File: src/vpw_pkg.sv
// Shared constants of the single-wire bus receive, break and arbitration block.
// Assumes a 125 MHz system clock and a byte-addressed 32-bit register bus.
package vpw_pkg;

   ////////////////////////////////////////////////////////////////////////////
   // Clock and timing
   localparam int CLK_PERIOD_NS = 8;
   localparam int US_NS = 1000;
   localparam int US_CYCLES = (US_NS + CLK_PERIOD_NS - 1) / CLK_PERIOD_NS;
   localparam int BREAK_DETECT_US = 240;
   localparam int BREAK_REPEAT_US = 4096;

   ////////////////////////////////////////////////////////////////////////////
   // Register byte offsets
   localparam logic [4:0] OFF_MIRROR = 5'h00;
   localparam logic [4:0] OFF_RXBUF = 5'h04;
   localparam logic [4:0] OFF_CAL = 5'h08;
   localparam logic [4:0] OFF_BRK = 5'h0C;
   localparam logic [4:0] OFF_CCODE = 5'h10;
   localparam logic [4:0] OFF_CTRL = 5'h14;
   localparam logic [4:0] OFF_FLAGS = 5'h18;

   ////////////////////////////////////////////////////////////////////////////
   // Field positions
   localparam int CTL_RXIE = 0;
   localparam int CTL_QUAD = 1;
   localparam int CTL_DMASRC = 2;
   localparam int CAL_POLICY = 7;
   localparam int CAL_ZERO = 6;
   localparam int BRK_OVER = 1;
   localparam int BRK_ACTIVE = 0;
   localparam int FLG_RXFULL = 0;
   localparam int FLG_ARB = 1;
   localparam int FLG_TXFAULT = 2;
   localparam int FLG_TXIDLE = 3;
   localparam int FLG_TXEMPTY = 4;
   localparam int FLG_CCRDY = 5;
   localparam int FLG_BRK = 6;
   localparam int CC_BIT_FAULT = 0;
   localparam int CC_BYTERR = 1;
   localparam int CC_CHECKSUM_FAULT = 2;
   localparam int CC_BREAK = 3;

   ////////////////////////////////////////////////////////////////////////////
   // Values after reset and defaults
   localparam logic [5:0] CAL_NORMAL = 6'h17;
   localparam logic [5:0] CAL_QUAD = 6'h07;
   localparam logic [7:0] CTRL_RESET = 8'h00;
   localparam logic [3:0] CCODE_RESET = 4'h0;
   localparam logic [7:0] RXBUF_RESET = 8'h00;
   localparam logic TXIDLE_RESET = 1'b1;
   localparam logic TXEMPTY_RESET = 1'b1;

endpackage

File: src/vpw_bus_rx_break_arbitration.sv
// Receive buffer, break detector, delay calibration and arbitration monitor
// of a single-wire serial bus interface, with an Avalon-MM register slave.
// Assumes a bit-level transmitter and receiver on the same clock feed the
// byte, bit and end-of-data strobes; the line pin is asynchronous, active = 1.
//
// Overview of operation
// - Debug mirror returns the receive byte; reading it keeps the full flag.
// - Each completed received byte loads the receive buffer and sets full flag.
// - Echoed transmit bytes enter the receive buffer like any other byte.
// - Receive DMA data comes from the receive buffer or the completion code.
// - Receive request while full flag and enable are set; buffer read clears.
// - Sending passive but seeing active is lost arbitration, not an error.
// - Sending active, seeing passive: policy 0 gives tx fault, 1 arbitration loss.
// - Calibration bit 6 reads zero and ignores writes.
// - Six-bit delay count compensates transceiver delay for transmit and arbitration.
// - Switching quad-speed mode reloads delay count: 23 normal, 7 quad.
// - Reading break status clears the break flag.
// - Break-over sets at break end; clears on zero write or new break.
// - Break-active high during break, falls just after break-over sets.
// - Break declared 240 us after line turns active; break flag sets then.
// - Break during a message posts corrupted code with break bit, ready set.
// - Break flag sets again every 4096 us while the break lasts.
// - Break end posts code with break bit, sets ready and break-over.
// - First good byte of a new message clears old completion bits.
// - Lost arbitration turns transmitter off; receiver goes on normally.
// - Lost arbitration sets lost, idle and empty flags together; clears counter.
// - Idle flag sets after last bit; ready sets at end of data; code read clears.
`timescale 1ns/1ps
module vpw_bus_rx_break_arbitration #(
   parameter int BREAK_US = vpw_pkg::BREAK_DETECT_US,
   parameter int REPEAT_US = vpw_pkg::BREAK_REPEAT_US,
   parameter int TICK_CYCLES = vpw_pkg::US_CYCLES
) (
   input wire logic sys_clk,
   input wire logic rst_n,
   input wire logic [4:0] avs_address,
   input wire logic avs_read,
   input wire logic avs_write,
   input wire logic [31:0] avs_writedata,
   output logic [31:0] avs_readdata,
   output logic avs_waitrequest,
   input wire logic rx_pin,
   input wire logic rx_byte_valid,
   input wire logic [7:0] rx_byte,
   input wire logic rx_first_good,
   input wire logic rx_msg_busy,
   input wire logic [2:0] rx_fault_code,
   input wire logic tx_begin,
   input wire logic tx_bit_start,
   input wire logic tx_bit_level,
   input wire logic tx_last_bit,
   input wire logic tx_eod,
   input wire logic tx_buf_taken,
   input wire logic cc_post,
   input wire logic [3:0] cc_code,
   input wire logic dma_rx_ack,
   output logic tx_enable,
   output logic tx_count_clear,
   output logic [5:0] cal_delay,
   output logic quad_speed_mode,
   output logic rx_int_req,
   output logic break_flag,
   output logic completion_ready,
   output logic [7:0] dma_rx_data
);

   ////////////////////////////////////////////////////////////////////////////
   // State
   logic rx_s1, rx_s2, rx_s3, rx_level;
   logic [6:0] tick_cnt;
   logic [7:0] rx_data;
   logic rx_full;
   logic rx_full_int_enable;
   logic dma_src_code;
   logic arb_fault_policy;
   logic arb_lost_flag, tx_fault_bit, tx_idle_flag, tx_empty_flag;
   logic arb_wait, arb_lvl;
   logic [5:0] arb_cnt;
   logic [12:0] brk_us;
   logic break_active, break_over, brk_end_d;
   logic [3:0] ccode;

   ////////////////////////////////////////////////////////////////////////////
   // Bus decode: one wait state, then the access takes effect
   wire req = avs_read | avs_write;
   wire acc = req & ~avs_waitrequest;
   wire sel_mirror = avs_address == vpw_pkg::OFF_MIRROR;
   wire sel_rxbuf = avs_address == vpw_pkg::OFF_RXBUF;
   wire sel_cal = avs_address == vpw_pkg::OFF_CAL;
   wire sel_brk = avs_address == vpw_pkg::OFF_BRK;
   wire sel_ccode = avs_address == vpw_pkg::OFF_CCODE;
   wire sel_ctrl = avs_address == vpw_pkg::OFF_CTRL;
   wire sel_flags = avs_address == vpw_pkg::OFF_FLAGS;
   wire wr_acc = acc & avs_write;
   wire rd_acc = acc & avs_read;
   wire wr_rx = wr_acc & (sel_mirror | sel_rxbuf);
   wire wr_cal = wr_acc & sel_cal;
   wire wr_brk = wr_acc & sel_brk;
   wire wr_ctrl = wr_acc & sel_ctrl;
   wire wr_flags = wr_acc & sel_flags;
   wire rd_rxbuf = rd_acc & sel_rxbuf;
   wire rd_brk = rd_acc & sel_brk;
   wire rd_ccode = rd_acc & sel_ccode;
   wire [7:0] wd = avs_writedata[7:0];

   // Read multiplexer, unmapped offsets read zero
   wire [7:0] cal_rd = {arb_fault_policy, 1'b0, cal_delay};
   wire [7:0] brk_rd = {6'h00, break_over, break_active};
   wire [7:0] ctrl_rd = {5'h00, dma_src_code, quad_speed_mode, rx_full_int_enable};
   wire [7:0] flags_rd = {1'b0, break_flag, completion_ready, tx_empty_flag,
                          tx_idle_flag, tx_fault_bit, arb_lost_flag, rx_full};
   wire [7:0] rd_mux = (sel_mirror | sel_rxbuf) ? rx_data :
                       sel_cal ? cal_rd :
                       sel_brk ? brk_rd :
                       sel_ccode ? {4'h0, ccode} :
                       sel_ctrl ? ctrl_rd :
                       sel_flags ? flags_rd : 8'h00;

   // Waitrequest and read data registers
   always_ff @(posedge sys_clk) begin
      if (!rst_n) begin
         avs_waitrequest <= 1'b1;
         avs_readdata <= 32'h0000_0000;
      end else if (acc) begin
         avs_waitrequest <= 1'b1;
      end else if (req) begin
         avs_waitrequest <= 1'b0;
         avs_readdata <= {24'h00_0000, rd_mux};
      end
   end

   ////////////////////////////////////////////////////////////////////////////
   // Line synchroniser and microsecond tick
   wire us_tick = tick_cnt == 7'(TICK_CYCLES - 1);

   always_ff @(posedge sys_clk) begin
      if (!rst_n) begin
         rx_s1 <= 1'b0;
         rx_s2 <= 1'b0;
         rx_s3 <= 1'b0;
         rx_level <= 1'b0;
         tick_cnt <= 7'h00;
      end else begin
         rx_s1 <= rx_pin;
         rx_s2 <= rx_s1;
         rx_s3 <= rx_s2;
         if (rx_s2 == rx_s3) begin
            rx_level <= rx_s3;
         end
         tick_cnt <= us_tick ? 7'h00 : tick_cnt + 7'h01;
      end
   end

   ////////////////////////////////////////////////////////////////////////////
   // Receive buffer, mirror and DMA source
   wire dma_take_rx = dma_rx_ack & ~dma_src_code;
   wire dma_take_cc = dma_rx_ack & dma_src_code;

   always_ff @(posedge sys_clk) begin
      if (!rst_n) begin
         rx_data <= vpw_pkg::RXBUF_RESET;
         rx_full <= 1'b0;
         rx_int_req <= 1'b0;
         dma_rx_data <= 8'h00;
      end else begin
         if (rx_byte_valid) begin
            rx_data <= rx_byte;
         end else if (wr_rx) begin
            rx_data <= wd;
         end
         if (rx_byte_valid) begin
            rx_full <= 1'b1;
         end else if (rd_rxbuf | dma_take_rx) begin
            rx_full <= 1'b0;
         end
         rx_int_req <= rx_full & rx_full_int_enable;
         dma_rx_data <= dma_src_code ? {4'h0, ccode} : rx_data;
      end
   end

   ////////////////////////////////////////////////////////////////////////////
   // Control and calibration registers
   wire quad_change = wr_ctrl & (wd[vpw_pkg::CTL_QUAD] != quad_speed_mode);

   always_ff @(posedge sys_clk) begin
      if (!rst_n) begin
         rx_full_int_enable <= vpw_pkg::CTRL_RESET[vpw_pkg::CTL_RXIE];
         quad_speed_mode <= vpw_pkg::CTRL_RESET[vpw_pkg::CTL_QUAD];
         dma_src_code <= vpw_pkg::CTRL_RESET[vpw_pkg::CTL_DMASRC];
         cal_delay <= vpw_pkg::CAL_NORMAL;
         arb_fault_policy <= 1'b0;
      end else begin
         if (wr_ctrl) begin
            rx_full_int_enable <= wd[vpw_pkg::CTL_RXIE];
            quad_speed_mode <= wd[vpw_pkg::CTL_QUAD];
            dma_src_code <= wd[vpw_pkg::CTL_DMASRC];
         end
         if (quad_change) begin
            cal_delay <= wd[vpw_pkg::CTL_QUAD] ? vpw_pkg::CAL_QUAD : vpw_pkg::CAL_NORMAL;
         end else if (wr_cal) begin
            cal_delay <= wd[5:0];
         end
         if (wr_cal) begin
            arb_fault_policy <= wd[vpw_pkg::CAL_POLICY];
         end
      end
   end

   ////////////////////////////////////////////////////////////////////////////
   // Arbitration check after the calibrated echo delay
   wire arb_chk = arb_wait & us_tick & (arb_cnt == 6'h00);
   wire lost_passive = arb_chk & ~arb_lvl & rx_level;
   wire mism_active = arb_chk & arb_lvl & ~rx_level;
   wire arb_lost_ev = lost_passive | (mism_active & arb_fault_policy);
   wire tx_fault_ev = mism_active & ~arb_fault_policy;

   always_ff @(posedge sys_clk) begin
      if (!rst_n) begin
         arb_wait <= 1'b0;
         arb_cnt <= 6'h00;
         arb_lvl <= 1'b0;
      end else if (tx_bit_start & tx_enable) begin
         arb_wait <= 1'b1;
         arb_cnt <= cal_delay;
         arb_lvl <= tx_bit_level;
      end else if (arb_wait & us_tick) begin
         if (arb_cnt == 6'h00) begin
            arb_wait <= 1'b0;
         end else begin
            arb_cnt <= arb_cnt - 6'h01;
         end
      end
   end

   // Transmitter enable, counter clear and transmit flags (write 1 clears)
   always_ff @(posedge sys_clk) begin
      if (!rst_n) begin
         tx_enable <= 1'b0;
         tx_count_clear <= 1'b0;
         arb_lost_flag <= 1'b0;
         tx_fault_bit <= 1'b0;
         tx_idle_flag <= vpw_pkg::TXIDLE_RESET;
         tx_empty_flag <= vpw_pkg::TXEMPTY_RESET;
      end else begin
         if (arb_lost_ev | tx_fault_ev | tx_last_bit) begin
            tx_enable <= 1'b0;
         end else if (tx_begin) begin
            tx_enable <= 1'b1;
         end
         tx_count_clear <= arb_lost_ev | tx_fault_ev;
         if (arb_lost_ev) begin
            arb_lost_flag <= 1'b1;
         end else if (wr_flags & wd[vpw_pkg::FLG_ARB]) begin
            arb_lost_flag <= 1'b0;
         end
         if (tx_fault_ev) begin
            tx_fault_bit <= 1'b1;
         end else if (wr_flags & wd[vpw_pkg::FLG_TXFAULT]) begin
            tx_fault_bit <= 1'b0;
         end
         if (arb_lost_ev | tx_last_bit) begin
            tx_idle_flag <= 1'b1;
         end else if ((wr_flags & wd[vpw_pkg::FLG_TXIDLE]) | tx_begin) begin
            tx_idle_flag <= 1'b0;
         end
         if (arb_lost_ev | tx_buf_taken) begin
            tx_empty_flag <= 1'b1;
         end else if ((wr_flags & wd[vpw_pkg::FLG_TXEMPTY]) | tx_begin) begin
            tx_empty_flag <= 1'b0;
         end
      end
   end

   ////////////////////////////////////////////////////////////////////////////
   // Break detection: active line timed in microseconds
   wire brk_decl = ~break_active & rx_level & us_tick & (brk_us == 13'(BREAK_US - 1));
   wire brk_rep = break_active & rx_level & us_tick & (brk_us == 13'(REPEAT_US - 1));
   wire brk_end = break_active & ~rx_level & ~brk_end_d;
   wire brk_corrupt = brk_decl & rx_msg_busy;
   wire [2:0] brk_fault = (rx_fault_code == 3'h0) ? 3'h1 : rx_fault_code;

   always_ff @(posedge sys_clk) begin
      if (!rst_n) begin
         brk_us <= 13'h0000;
         break_active <= 1'b0;
         break_over <= 1'b0;
         brk_end_d <= 1'b0;
         break_flag <= 1'b0;
      end else begin
         if (!rx_level) begin
            brk_us <= 13'h0000;
         end else if (us_tick) begin
            brk_us <= (brk_decl | brk_rep) ? 13'h0000 : brk_us + 13'h0001;
         end
         brk_end_d <= brk_end;
         if (brk_decl) begin
            break_active <= 1'b1;
         end else if (brk_end_d) begin
            break_active <= 1'b0;
         end
         if (brk_end) begin
            break_over <= 1'b1;
         end else if (brk_decl | (wr_brk & ~wd[vpw_pkg::BRK_OVER])) begin
            break_over <= 1'b0;
         end
         if (brk_decl | brk_rep) begin
            break_flag <= 1'b1;
         end else if (rd_brk) begin
            break_flag <= 1'b0;
         end
      end
   end

   ////////////////////////////////////////////////////////////////////////////
   // Completion code and its ready flag
   wire cc_set = brk_corrupt | brk_end | tx_eod | cc_post;

   always_ff @(posedge sys_clk) begin
      if (!rst_n) begin
         ccode <= vpw_pkg::CCODE_RESET;
         completion_ready <= 1'b0;
      end else begin
         if (brk_corrupt) begin
            ccode <= {1'b1, brk_fault};
         end else if (brk_end) begin
            ccode[vpw_pkg::CC_BREAK] <= 1'b1;
         end else if (cc_post) begin
            ccode <= cc_code;
         end else if (rx_first_good) begin
            ccode <= vpw_pkg::CCODE_RESET;
         end
         if (cc_set) begin
            completion_ready <= 1'b1;
         end else if (rd_ccode | dma_take_cc) begin
            completion_ready <= 1'b0;
         end
      end
   end
endmodule

File: config.mk
export PLATFORM = sky130hd
export DESIGN_NAME = vpw_bus_rx_break_arbitration
export DESIGN_NICKNAME = d
export VERILOG_FILES = /design/src/vpw_pkg.sv /design/src/vpw_bus_rx_break_arbitration.sv
export SDC_FILE = /design/constraint.sdc
export NUM_CORES = 1
export LEC_CHECK = 0
export BUFFER_PORTS_ARGS = -buffer_cell sky130_fd_sc_hd__buf_2
export CAP_MARGIN = 20
export CELL_PAD_IN_SITES_DETAIL_PLACEMENT = 0
export CELL_PAD_IN_SITES_GLOBAL_PLACEMENT = 1
export CORE_ASPECT_RATIO = 1.75
export CORE_MARGIN = 2
export CORE_UTILIZATION = 39
export CTS_BUF_LIST = sky130_fd_sc_hd__clkbuf_4
export CTS_CLUSTER_SIZE = 20
export DETAILED_ROUTE_END_ITERATION = 12
export PLACE_DENSITY_LB_ADDON = 0.1
export SETUP_SLACK_MARGIN = 0.02
export SYNTH_ARGS = -nofsm -noshare
export SYNTH_HDL_FRONTEND = slang
export SYNTH_SLANG_ARGS = --single-unit
File: constraint.sdc
create_clock -name sys_clk -period 2.3 [get_ports sys_clk]
set_input_delay 0.23 -clock sys_clk [delete_from_list [all_inputs] [get_ports sys_clk]]
set_output_delay 0.23 -clock sys_clk [all_outputs]
set_load 0.1 [all_outputs]
==> flow_metrics.py, run 1 <==
metrics = {
    "worst_setup_path": {
        "setup.worst_path.end_class": "register",
        "worstPathArrival_ns": 2.38,
        "critPathLaunchType": "register",
        "r2r_slack_ns": 0.31,
        "worstRegToRegCells": 7,
        "rr_endpoint": "arb_cnt[4]$_SDFFE_PN0P_",
        "r2r_start": "arb_cnt[0]$_SDFFE_PN0P_",
        "path_max_fanout": 4,
        "crit_type": "reg2reg",
        "cp_data_required_time_ns": 2.69,
    },
    "sta": {
        "fin_crit_ns": 1.99,
        "setup_violations": 0,
        "tightest_slew_ns": 0.675,
        "fin_crit_sh": 0.867,
        "hold_violations": 0,
        "fmax_mhz": 502,
        "maxSlewHeadroom": 0.547,
        "rsz0062_at_grt": "false",
        "finalMaxSlewViolations": 0,
        "worst_slack_ns": 0.306,
        "whs_ns": 0.0306,
        "tns_ns": 0,
        "fin_skew_ns": 0.0160,
    },
    "floorplan": {
        "num_rows": 48,
        "dieArea_sq_um": 10900,
        "dieHeight_microns": 137,
        "die_w_microns": 79.9,
        "core_sq_um": 9850,
        "io_pins": 121,
        "start_util": 0.399,
    },
    "worst_hold_path": {
        "whs_endpoint": "ccode[1]$_SDFFE_PN0P_",
        "hold_depth": 3,
        "hold_start": "rx_fault_code[1]",
        "worst_hold_path_type": "in2reg",
    },
    "place": {
        "dp.cells": 641,
        "dp_hpwl_mm": 8.23,
        "globalplace.congestion": 0.823,
        "io_buffers": 72,
        "pre_cts_slack_ns": 0.330,
    },
    "detailed_routing": {
        "wirelength_mm": 10.8,
        "first_iter_violations": 185,
        "viasPerCell": 5.25,
        "drc": 0,
        "ant_nets": 0,
        "post_drt_wl_per_cell_microns": 16.4,
        "vias": 3464,
        "drt_pass1_iterations": 6,
    },
    "yosys": {
        "ys_async_sr_fraction": 0,
        "synth_edf_count": 0,
        "synth_area_sq_um": 3930,
        "syn_inst": 452,
        "yosys_warnings": 0,
        "ys_ff_latch": 84,
        "ys.flop_type": "dfxtp_1",
        "synth-seq-area-share": 0.428,
        "synth_cell_types": 57,
        "syn_avg_cell_area_sq_um": 8.69,
    },
    "clocking": {
        "cts_sinks": 84,
        "clkTransAtPathRegs_ns": 0.13,
        "cts_root_buffer": "clkbuf_4",
        "clock_latency_ns": 0.45,
        "htreeDepth": 3,
        "cts_buffers": 9,
        "cts_tree": "done",
        "clk_path_buf_depth": 2,
        "postCtsResizedCells": 0,
    },
    "run_status": {
        "outcome": "finished clean",
    },
    "global_route": {
        "antenna_found_initial": 1,
        "track_usage": 0.204,
        "grt_pass1_wl_mm": 16.6,
        "grt_start_max_net_pins": 22,
        "grt.overflow.total": 0,
        "grt_pass1_vias": 3305,
    },
    "finish": {
        "syn2layout_area_growth_pct": 15.5,
        "nFillCells": 1033,
        "final_cell_mix": "dfxtp_1 (84), buf_2 (72), nor2_1 (47)",
        "finalNonFillerCells": 660,
        "drive_above_1_share": 0.210,
        "mostFrequentLayoutCell": "dfxtp_1",
        "fin_nets": 602,
        "multi_input_area_sq_um": 2030,
        "ff_latch_area_sq_um": 1680,
    },
    "power": {
        "ir_drop_v": 0.000362,
        "p_leak_nw": 1.84,
        "power_density_nw_per_um2": 678,
    },
    "run": {
        "drv_cap": 0,
    },
}
## synthesized netlist by cell type (11+ instances only)
| master | n | area share |
|---|---|---|
| nor3_1 | 11 | 0.014 |
| buf_4 | 25 | 0.048 |
| o21ai_0 | 38 | 0.048 |
| dfxtp_1 | 84 | 0.43 |
| a21oi_1 | 35 | 0.045 |
| mux2i_1 | 20 | 0.051 |
| inv_1 | 14 | 0.013 |
| nand3_1 | 17 | 0.022 |
| nand2_1 | 28 | 0.027 |
| clkbuf_1 | 14 | 0.013 |
| xor2_1 | 11 | 0.025 |
| nor2_1 | 47 | 0.045 |
## worst max-delay path by stage
stage | start | to | slack (ns) | cells past startpoint
global route | arb_cnt[0]$_SDFFE_PN0P_ | arb_cnt[4]$_SDFFE_PN0P_ | 0.12 | 7
floorplan | avs_waitrequest$_SDFFE_PP1N_ | cal_delay[1]$_SDFFE_PN1P_ | 0.23 | 5
finish | arb_cnt[0]$_SDFFE_PN0P_ | arb_cnt[4]$_SDFFE_PN0P_ | 0.31 | 7
CTS | tick_cnt[0]$_SDFF_PP0_ | brk_us[11]$_SDFFE_PN0N_ | 0.30 | 7
global placement | tick_cnt[0]$_SDFF_PP0_ | brk_us[12]$_SDFFE_PN0N_ | 0.35 | 7
detailed placement | tick_cnt[0]$_SDFF_PP0_ | brk_us[11]$_SDFFE_PN0N_ | 0.33 | 7
## cell families (layout without fill, tap and decap cells)
| family | count (synthesis) | after routing | share of synthesized area |
|---|---|---|---|
| AND/OR/NAND/NOR | 158 | 158 | 0.212 |
| AO/OA/AOI/OAI | 109 | 109 | 0.170 |
| flip-flops | 84 | 84 | 0.428 |
| buffers and inverters | 55 | 114 | 0.0767 |
| multiplexers | 21 | 21 | 0.0538 |
| XOR/XNOR | 19 | 19 | 0.0424 |
| adder cells (fa/ha/maj) | 5 | 5 | 0.0159 |
| other | 1 | 25 | 0.000954 |
## stage by stage
| step | utilization | instance area [sq um] | total power, mW |
|---|---|---|---|
| after floorplan | - | 4020 | 2.04 |
| final | 0.461 | 4540 | 3.08 |
| after global routing | 0.461 | 4540 | 3.21 |
| after detailed placement | 0.442 | 4360 | 2.14 |
| after global placement | 0.442 | 4360 | 2.14 |
| after CTS | 0.461 | 4540 | 3.11 |
## worst max-delay path: stages, from the launching register on
cell,delay [ns]
dfxtp_1,0.41
inv_1,0.09
ha_1,0.19
nor2b_1,0.17
a211oi_2,0.32
nand2_1,0.16
or4_1,0.43
a31oi_1,0.16
## repair_timing
| action | CTS | global route |
|---|---|---|
| buffers inserted | 0 | 0 |
| endpoints found under the hold margin | 2 | 0 |
| hold buffers | 2 | 0 |
## report_power, final
group | internal [mW] | total (mW) | switching [mW]
registers | 1.50 | 1.54 | 0.0362
logic | 0.111 | 0.573 | 0.462
clock network | 0.437 | 0.967 | 0.531
total | 2.05 | 3.08 | 1.03
## flip-flops by register name, summed over array words and instances, names as in the netlist, 4 cells and up
register,cells
cal_delay,6
dma_rx_data,8
avs_readdata,8
rx_data,8
brk_us,13
arb_cnt,6
tick_cnt,7
ccode,4
## layer usage
layer / routed length, microns / track usage
met5: 0 / 0
met4: 334 / 0.0998
met3: 457 / 0.0422
met2: 5730 / 0.363
met1: 4320 / 0.227
## final cells by class
class                      instances  area share
clock buffer                       9      0.0149
multi-input combinational        336       0.448
inverter                          14      0.0116
sequential                        84       0.370
tap                              125      0.0345
antenna                            1    0.000551
clock inverter                     7      0.0201
timing repair buffer              84       0.100
(Power assumes the default switching activity.)
==> run 2, diff against run 1 <==
--- a/config.mk
+++ b/config.mk
@@ -5,13 +5,14 @@
 export SDC_FILE = /design/constraint.sdc
 export NUM_CORES = 1
 export LEC_CHECK = 0
+export ABC_AREA = 1
 export BUFFER_PORTS_ARGS = -buffer_cell sky130_fd_sc_hd__buf_2
 export CAP_MARGIN = 20
 export CELL_PAD_IN_SITES_DETAIL_PLACEMENT = 0
 export CELL_PAD_IN_SITES_GLOBAL_PLACEMENT = 1
 export CORE_ASPECT_RATIO = 1.75
 export CORE_MARGIN = 2
-export CORE_UTILIZATION = 39
+export CORE_UTILIZATION = 38
 export CTS_BUF_LIST = sky130_fd_sc_hd__clkbuf_4
 export CTS_CLUSTER_SIZE = 20
 export DETAILED_ROUTE_END_ITERATION = 12
==> run 2 against run 1 <==
  * Non-clock buffer count is 5 lower
  * Critical endpoint is now brk_us[11]$_SDFFE_PN0N_
  * Final cell count is 23% higher
  * Sequential share of layout area is 2.3 points lower
  * Highest routed layer unchanged
  * Largest power group unchanged
  * Via count is 14% higher
  * Synthesized cell count is 33% higher
==> flow_metrics.py, run 2 <==
metrics = {
    "run_status": {
        "outcome": "finished clean",
    },
    "clocking": {
        "postCtsResizedCells": 0,
        "holdBufCountCts": 3,
        "clkTransAtPathRegs_ns": 0.15,
        "cts_buffers": 9,
        "clock_latency_ns": 0.44,
        "cts_tree": "done",
        "htreeDepth": 3,
        "cts_sinks": 84,
        "post-cts-setup-buffers": 0,
        "cts_root_buffer": "clkbuf_4",
        "clk_path_buf_depth": 2,
    },
    "sta": {
        "setup_violations": 0,
        "hold_violations": 0,
        "whs_ns": 0.0244,
        "fin_skew_ns": 0.0164,
        "tightest_slew_ns": 0.826,
        "fin_crit_ns": 1.78,
        "tns_ns": 0,
        "fmax_mhz": 560,
        "fin_crit_sh": 0.776,
        "rsz0062_at_grt": "false",
        "maxSlewHeadroom": 0.449,
        "finalMaxSlewViolations": 0,
    },
    "worst_setup_path": {
        "worstPathArrival_ns": 2.11,
        "crit_start": "tick_cnt[0]$_SDFF_PP0_",
        "path_cells": "inv_1 -> ha_1 -> nand2_1 -> nor2_1 -> nand4_1 -> nor2_4 -> nand2_1 -> nand4_2 -> nor2_1",
        "critPathLaunchType": "register",
        "cp_data_required_time_ns": 2.63,
        "cpMaxStageDelayCell": "dfxtp_1",
        "slowest_delay_ns": 0.36,
        "crit_type": "reg2reg",
        "r2r_slack_ns": 0.52,
        "path_max_fanout": 10,
        "setup.worst_path.end_class": "register",
        "r2r_start": "tick_cnt[0]$_SDFF_PP0_",
    },
    "power": {
        "p_clk_frac": 0.291,
        "netSwitchingFraction": 0.350,
        "power_density_nw_per_um2": 614,
        "netSwitchingPower_mw": 1.04,
        "seqPwrFrac": 0.515,
        "ir_drop_v": 0.000381,
        "p_leak_nw": 2.18,
        "intPower_mw": 1.93,
        "comb_power_share": 0.194,
    },
    "detailed_routing": {
        "drt_pass1_iterations": 4,
        "vias": 3955,
        "drc": 0,
        "wirelength_mm": 11.6,
        "ant_nets": 0,
        "first_iter_violations": 187,
        "viasPerCell": 4.85,
        "post_drt_wl_per_cell_microns": 14.2,
    },
    "floorplan": {
        "dieArea_sq_um": 12200,
        "num_rows": 51,
        "io_pins": 121,
        "die_w_microns": 84.3,
        "start_util": 0.388,
        "core_sq_um": 11000,
        "dieHeight_microns": 145,
    },
    "global_route": {
        "grt_start_max_net_pins": 24,
        "track_usage": 0.195,
        "antenna_found_initial": 1,
        "grt_pass1_vias": 3782,
        "grt_pass1_wl_mm": 18.4,
        "grt.overflow.total": 0,
    },
    "finish": {
        "syn2layout_area_growth_pct": 12.9,
        "drive_above_1_share": 0.182,
        "final_cell_mix": "nand2_1 (133), dfxtp_1 (84), buf_2 (72)",
        "fin_nets": 750,
        "largest_register_ffs": 13,
        "mostFrequentLayoutCell": "nand2_1",
        "largest-register": "brk_us",
    },
    "yosys": {
        "synth_commonest_cells": "nand2_1 (133), dfxtp_1 (84), inv_1 (71)",
        "synth_edf_count": 0,
        "syn_inst": 600,
        "yosys_warnings": 0,
        "ys.flop_type": "dfxtp_1",
        "synth_top_area_cell": "dfxtp_1",
        "synth_cell_types": 44,
        "syn_avg_cell_area_sq_um": 7.15,
        "synth-seq-area-share": 0.392,
        "ys_async_sr_fraction": 0,
        "synthTopCellsByArea": "dfxtp_1 (39%), nand2_1 (12%), inv_1 (6.2%)",
        "synthMostInstantiatedCell": "nand2_1",
        "synth_area_sq_um": 4290,
        "synth_top_area_frac": 0.392,
        "ys_ff_latch": 84,
    },
    "worst_hold_path": {
        "worst_hold_path_type": "in2reg",
        "hold_start": "avs_writedata[6]",
    },
    "place": {
        "dp_hpwl_mm": 9.24,
        "io_buffers": 72,
        "globalplace.congestion": 0.845,
    },
    "run": {
        "drv_cap": 0,
    },
}
run 2: cell types whose count changed in the layout (fill, tap and decap cells not counted), sizes merged, moves of 10 or more:
cell / delta
nor2: +29
nand4: +13
a31oi: +10
nand2: +110
mux2i: -20
nand3: +19
inv: +60
run 2: worst max-delay path: cells and delay by family (launching register included):
| family | cells | cell delay [ns] |
|---|---|---|
| DFF | 1 | 0.36 |
| adders and majority gates | 1 | 0.16 |
| and+or+nand+nor | 7 | 1.09 |
| buffers and inverters | 1 | 0.07 |
run 2: final cells by class:
type,count,area (sq um)
flip-flops and latches,84,1680
fillers,1188,6200
multi-input cells,427,2140
inverters,76,293
diodes,1,2.50
well taps,132,165
clock buffers,9,67.6
repair buffers,79,420
clock inverters,7,67.6
run 2: metal layers:
layer / wire (microns) / share of wire / GRT usage
met5: 0 / 0 / 0
met1: 4400 / 0.38 / 0.198
met4: 272 / 0.024 / 0.102
met3: 409 / 0.035 / 0.0297
met2: 6480 / 0.56 / 0.379
run 2: cells by family after synthesis:
group / share of synthesized area
AO/OA/AOI/OAI: 0.130
XOR/XNOR: 0.0143
adder cells (fa/ha/maj): 0.0146
buffers and inverters: 0.128
flip-flops: 0.392
other: 0.000875
AND/OR/NAND/NOR: 0.319
run 2: power groups by stage:
stage	Combinational (mW)	Sequential, mW	Clock [mW]
5_1_grt	0.620	1.54	0.956
2_1_floorplan	0.364	1.69	0
6_report	0.577	1.53	0.865
3_3_place_gp	0.574	1.56	0
3_5_place_dp	0.576	1.56	0
4_1_cts	0.581	1.53	0.899
run 2: worst paths after layout:
kind	to	depth (start not counted)
setup / recovery	brk_us[11]$_SDFFE_PN0N_	9
hold / removal	rx_data[6]$_SDFFE_PN0P_	3
setup reg to reg	brk_us[11]$_SDFFE_PN0N_	9
hold reg to reg	rx_s2$_SDFF_PN0_	2
run 2: stage by stage:
step	cells	instance area, sq um	setup WS, ns	power, mW	utilization
global route	815	4840	0.302	3.11	0.438
global placement	795	4670	0.512	2.14	0.423
floorplan	623	4370	0.307	2.05	-
detailed placement	795	4670	0.503	2.14	0.423
finish	815	4840	0.515	2.97	0.438
CTS	814	4840	0.484	3.01	0.438
==> run 3, diff against run 2 <==
--- a/config.mk
+++ b/config.mk
@@ -12,7 +12,7 @@
 export CELL_PAD_IN_SITES_GLOBAL_PLACEMENT = 1
 export CORE_ASPECT_RATIO = 1.75
 export CORE_MARGIN = 2
-export CORE_UTILIZATION = 38
+export CORE_UTILIZATION = 34
 export CTS_BUF_LIST = sky130_fd_sc_hd__clkbuf_4
 export CTS_CLUSTER_SIZE = 20
 export DETAILED_ROUTE_END_ITERATION = 12
==> constraint.sdc (replaced) <==
create_clock -name sys_clk -period 1.6 [get_ports sys_clk]
set_input_delay 0.16 -clock sys_clk [delete_from_list [all_inputs] [get_ports sys_clk]]
set_output_delay 0.16 -clock sys_clk [all_outputs]
set_load 0.1 [all_outputs]
==> run 3 against run 2 <==
  * Worst hold slack better by 0.010 ns
  * Sequential share of layout area fell by 4.6 points
  * Flip-flop and latch count unchanged
  * Clock power grew 24%
  * Sequential power increased by 44%
  * Critical endpoint is now brk_us[4]$_SDFFE_PN0N_
  * The flow now finishes with violations (negative setup slack)
  * Utilization is 1.6 points higher
  * Total power grew 41%
  * Critical path depth rose by 1
  * Highest routed layer unchanged
  * Clock-buffer cell count did not move
  * Non-clock buffer count is 56 higher
  * Clock skew increased by 0.00076 ns
==> flow_metrics.py, run 3 (synthesis results as in run 2) <==
metrics = {
    "worst_setup_path": {
        "crit_type": "reg2reg",
        "path_buf_inv": 3,
        "crit_family": "simple AND/OR/NAND/NOR gates",
        "cpMaxStageDelayCell": "dfxtp_2",
        "r2r_slack_ns": -0.004,
        "cp.depth": 10,
        "worstPathArrival_ns": 1.92,
        "critPathLaunchType": "register",
        "path_max_fanout": 3,
        "rr_endpoint": "brk_us[4]$_SDFFE_PN0N_",
        "slowest_delay_ns": 0.35,
        "path_cells": "inv_2 -> ha_4 -> nand2_2 -> nor2_2 -> nand4_1 -> nor2_4 -> buf_4 -> buf_6 -> xor2_1 -> nor2_1",
        "setup.worst_path.end_class": "register",
        "worstRegToRegCells": 10,
        "r2r_start": "tick_cnt[0]$_SDFF_PP0_",
        "cp_data_required_time_ns": 1.92,
    },
    "floorplan": {
        "start_util": 0.347,
        "num_rows": 54,
        "io_pins": 121,
        "core_sq_um": 12400,
        "dieHeight_microns": 153,
        "dieArea_sq_um": 13600,
        "die_w_microns": 88.9,
    },
    "power": {
        "p_leak_nw": 2.48,
        "netSwitchingFraction": 0.361,
        "comb_power_share": 0.222,
        "seqPwrFrac": 0.524,
        "ir_drop_v": 0.000329,
        "p_clk_frac": 0.254,
        "netSwitchingPower_mw": 1.52,
        "power_density_nw_per_um2": 748,
        "finalPower_mw": 4.21,
        "intPower_mw": 2.69,
    },
    "global_route": {
        "track_usage": 0.188,
        "grt_pass1_wl_mm": 19.6,
        "grt_start_max_net_pins": 19,
        "grt.overflow.total": 0,
        "grt_pass1_vias": 4020,
        "antenna_found_initial": 1,
    },
    "worst_hold_path": {
        "whs_endpoint": "completion_ready$_SDFFE_PN0P_",
        "worst_hold_path_type": "in2reg",
        "hold_start": "tx_eod",
        "hold_depth": 3,
    },
    "detailed_routing": {
        "post_drt_wl_per_cell_microns": 14.0,
        "first_iter_violations": 121,
        "vias": 4230,
        "ant_nets": 0,
        "viasPerCell": 4.66,
        "wirelength_mm": 12.7,
        "drt_pass1_iterations": 4,
        "drc": 0,
    },
    "run_status": {
        "outcome": "finished with violations",
        "violations": "negative setup slack",
    },
    "clocking": {
        "clock_latency_ns": 0.43,
        "clk_path_buf_depth": 2,
        "cts_buffers": 9,
        "htreeDepth": 3,
        "clkTransAtPathRegs_ns": 0.14,
        "cts_tree": "done",
        "cts_root_buffer": "clkbuf_4",
        "cts_sinks": 84,
    },
    "sta": {
        "fin_crit_sh": 1.00,
        "fin_crit_ns": 1.60,
        "setup_violations": 2,
        "tns_ns": -0.00530,
        "fmax_mhz": 623,
        "worst_slack_ns": -0.00408,
        "rsz0062_at_grt": "true",
        "whs_ns": 0.0346,
        "fin_skew_ns": 0.0171,
        "hold_violations": 0,
        "finalMaxSlewViolations": 0,
    },
    "place": {
        "dp.cells": 854,
        "globalplace.congestion": 0.853,
        "placed_area_sq_um": 4910,
        "dp_hpwl_mm": 9.85,
        "pre_cts_slack_ns": -0.0462,
        "io_buffers": 72,
    },
    "finish": {
        "drive_above_1_share": 0.286,
        "fin_nets": 807,
        "largest-register": "brk_us",
        "nFillCells": 1327,
        "fin_area_sq_um": 5620,
        "largest_register_ffs": 13,
        "mostFrequentLayoutCell": "nand2_1",
        "syn2layout_area_growth_pct": 31.1,
        "finalNonFillerCells": 908,
        "utilization": 0.455,
        "final_cell_mix": "nand2_1 (121), dfxtp_1 (73), buf_2 (68)",
    },
    "run": {
        "drv_cap": 0,
    },
}
==> run 3: metal layers <==
layer,wire length [microns],up-vias,global-route usage
met5,0,-,0
met3,370,18,0.0336
met4,399,0,0.0765
met1,4730,1960,0.194
li1,-,2180,-
met2,7170,72,0.355
==> run 3: cell type report <==
type | instances | area (sq um) | share of cell area
diodes | 1 | 2.50 | 0.000445
repair buffers | 135 | 937 | 0.167
clock buffers | 9 | 67.6 | 0.0120
flip-flops and latches | 84 | 1700 | 0.302
inverters | 76 | 303 | 0.0538
multi-input cells | 428 | 2360 | 0.420
well taps | 168 | 210 | 0.0374
clock inverters | 7 | 43.8 | 0.00779
==> run 3: how the worst max path moves through the flow <==
stage                            startpoint                        end  slack (ns)
global placement     tick_cnt[0]$_SDFF_PP0_    brk_us[11]$_SDFFE_PN0N_       0.005
finish               tick_cnt[0]$_SDFF_PP0_     brk_us[4]$_SDFFE_PN0N_      -0.004
CTS                 arb_cnt[0]$_SDFFE_PN0P_    arb_cnt[5]$_SDFFE_PN0P_        0.02
detailed placement   tick_cnt[0]$_SDFF_PP0_    brk_us[11]$_SDFFE_PN0N_       -0.05
global route         tick_cnt[0]$_SDFF_PP0_  tx_idle_flag$_SDFFE_PP1P_       -0.12
floorplan            tx_enable$_SDFFE_PP0P_    arb_cnt[2]$_SDFFE_PN0P_        0.09
==> run 3: power by group through the flow <==
stage          Combinational, mW  Clock (mW)  Sequential [mW]
2_1_floorplan              0.523           0             2.43
3_3_place_gp               0.859           0             2.25
3_5_place_dp               0.862           0             2.25
4_1_cts                    0.910        1.13             2.20
5_1_grt                    0.995        1.21             2.21
6_report                   0.933        1.07             2.20
==> run 3: timing repair <==
item                       CTS  global route
pin swaps                    3            33
hold endpoints to repair    19             0
hold buffers                22             0
buffers inserted             2            12
cloned                       0             1
gates resized for setup     13            67
setup endpoints to repair   16            35
==> run 3: worst register-to-register path, cell delays in order, from the launching register on <==
cell     delay (ns)
dfxtp_2        0.35
inv_2          0.06
ha_4           0.13
nand2_2        0.05
nor2_2         0.10
nand4_1        0.19
nor2_4         0.21
buf_4          0.14
buf_6          0.09
xor2_1         0.14
nor2_1         0.05
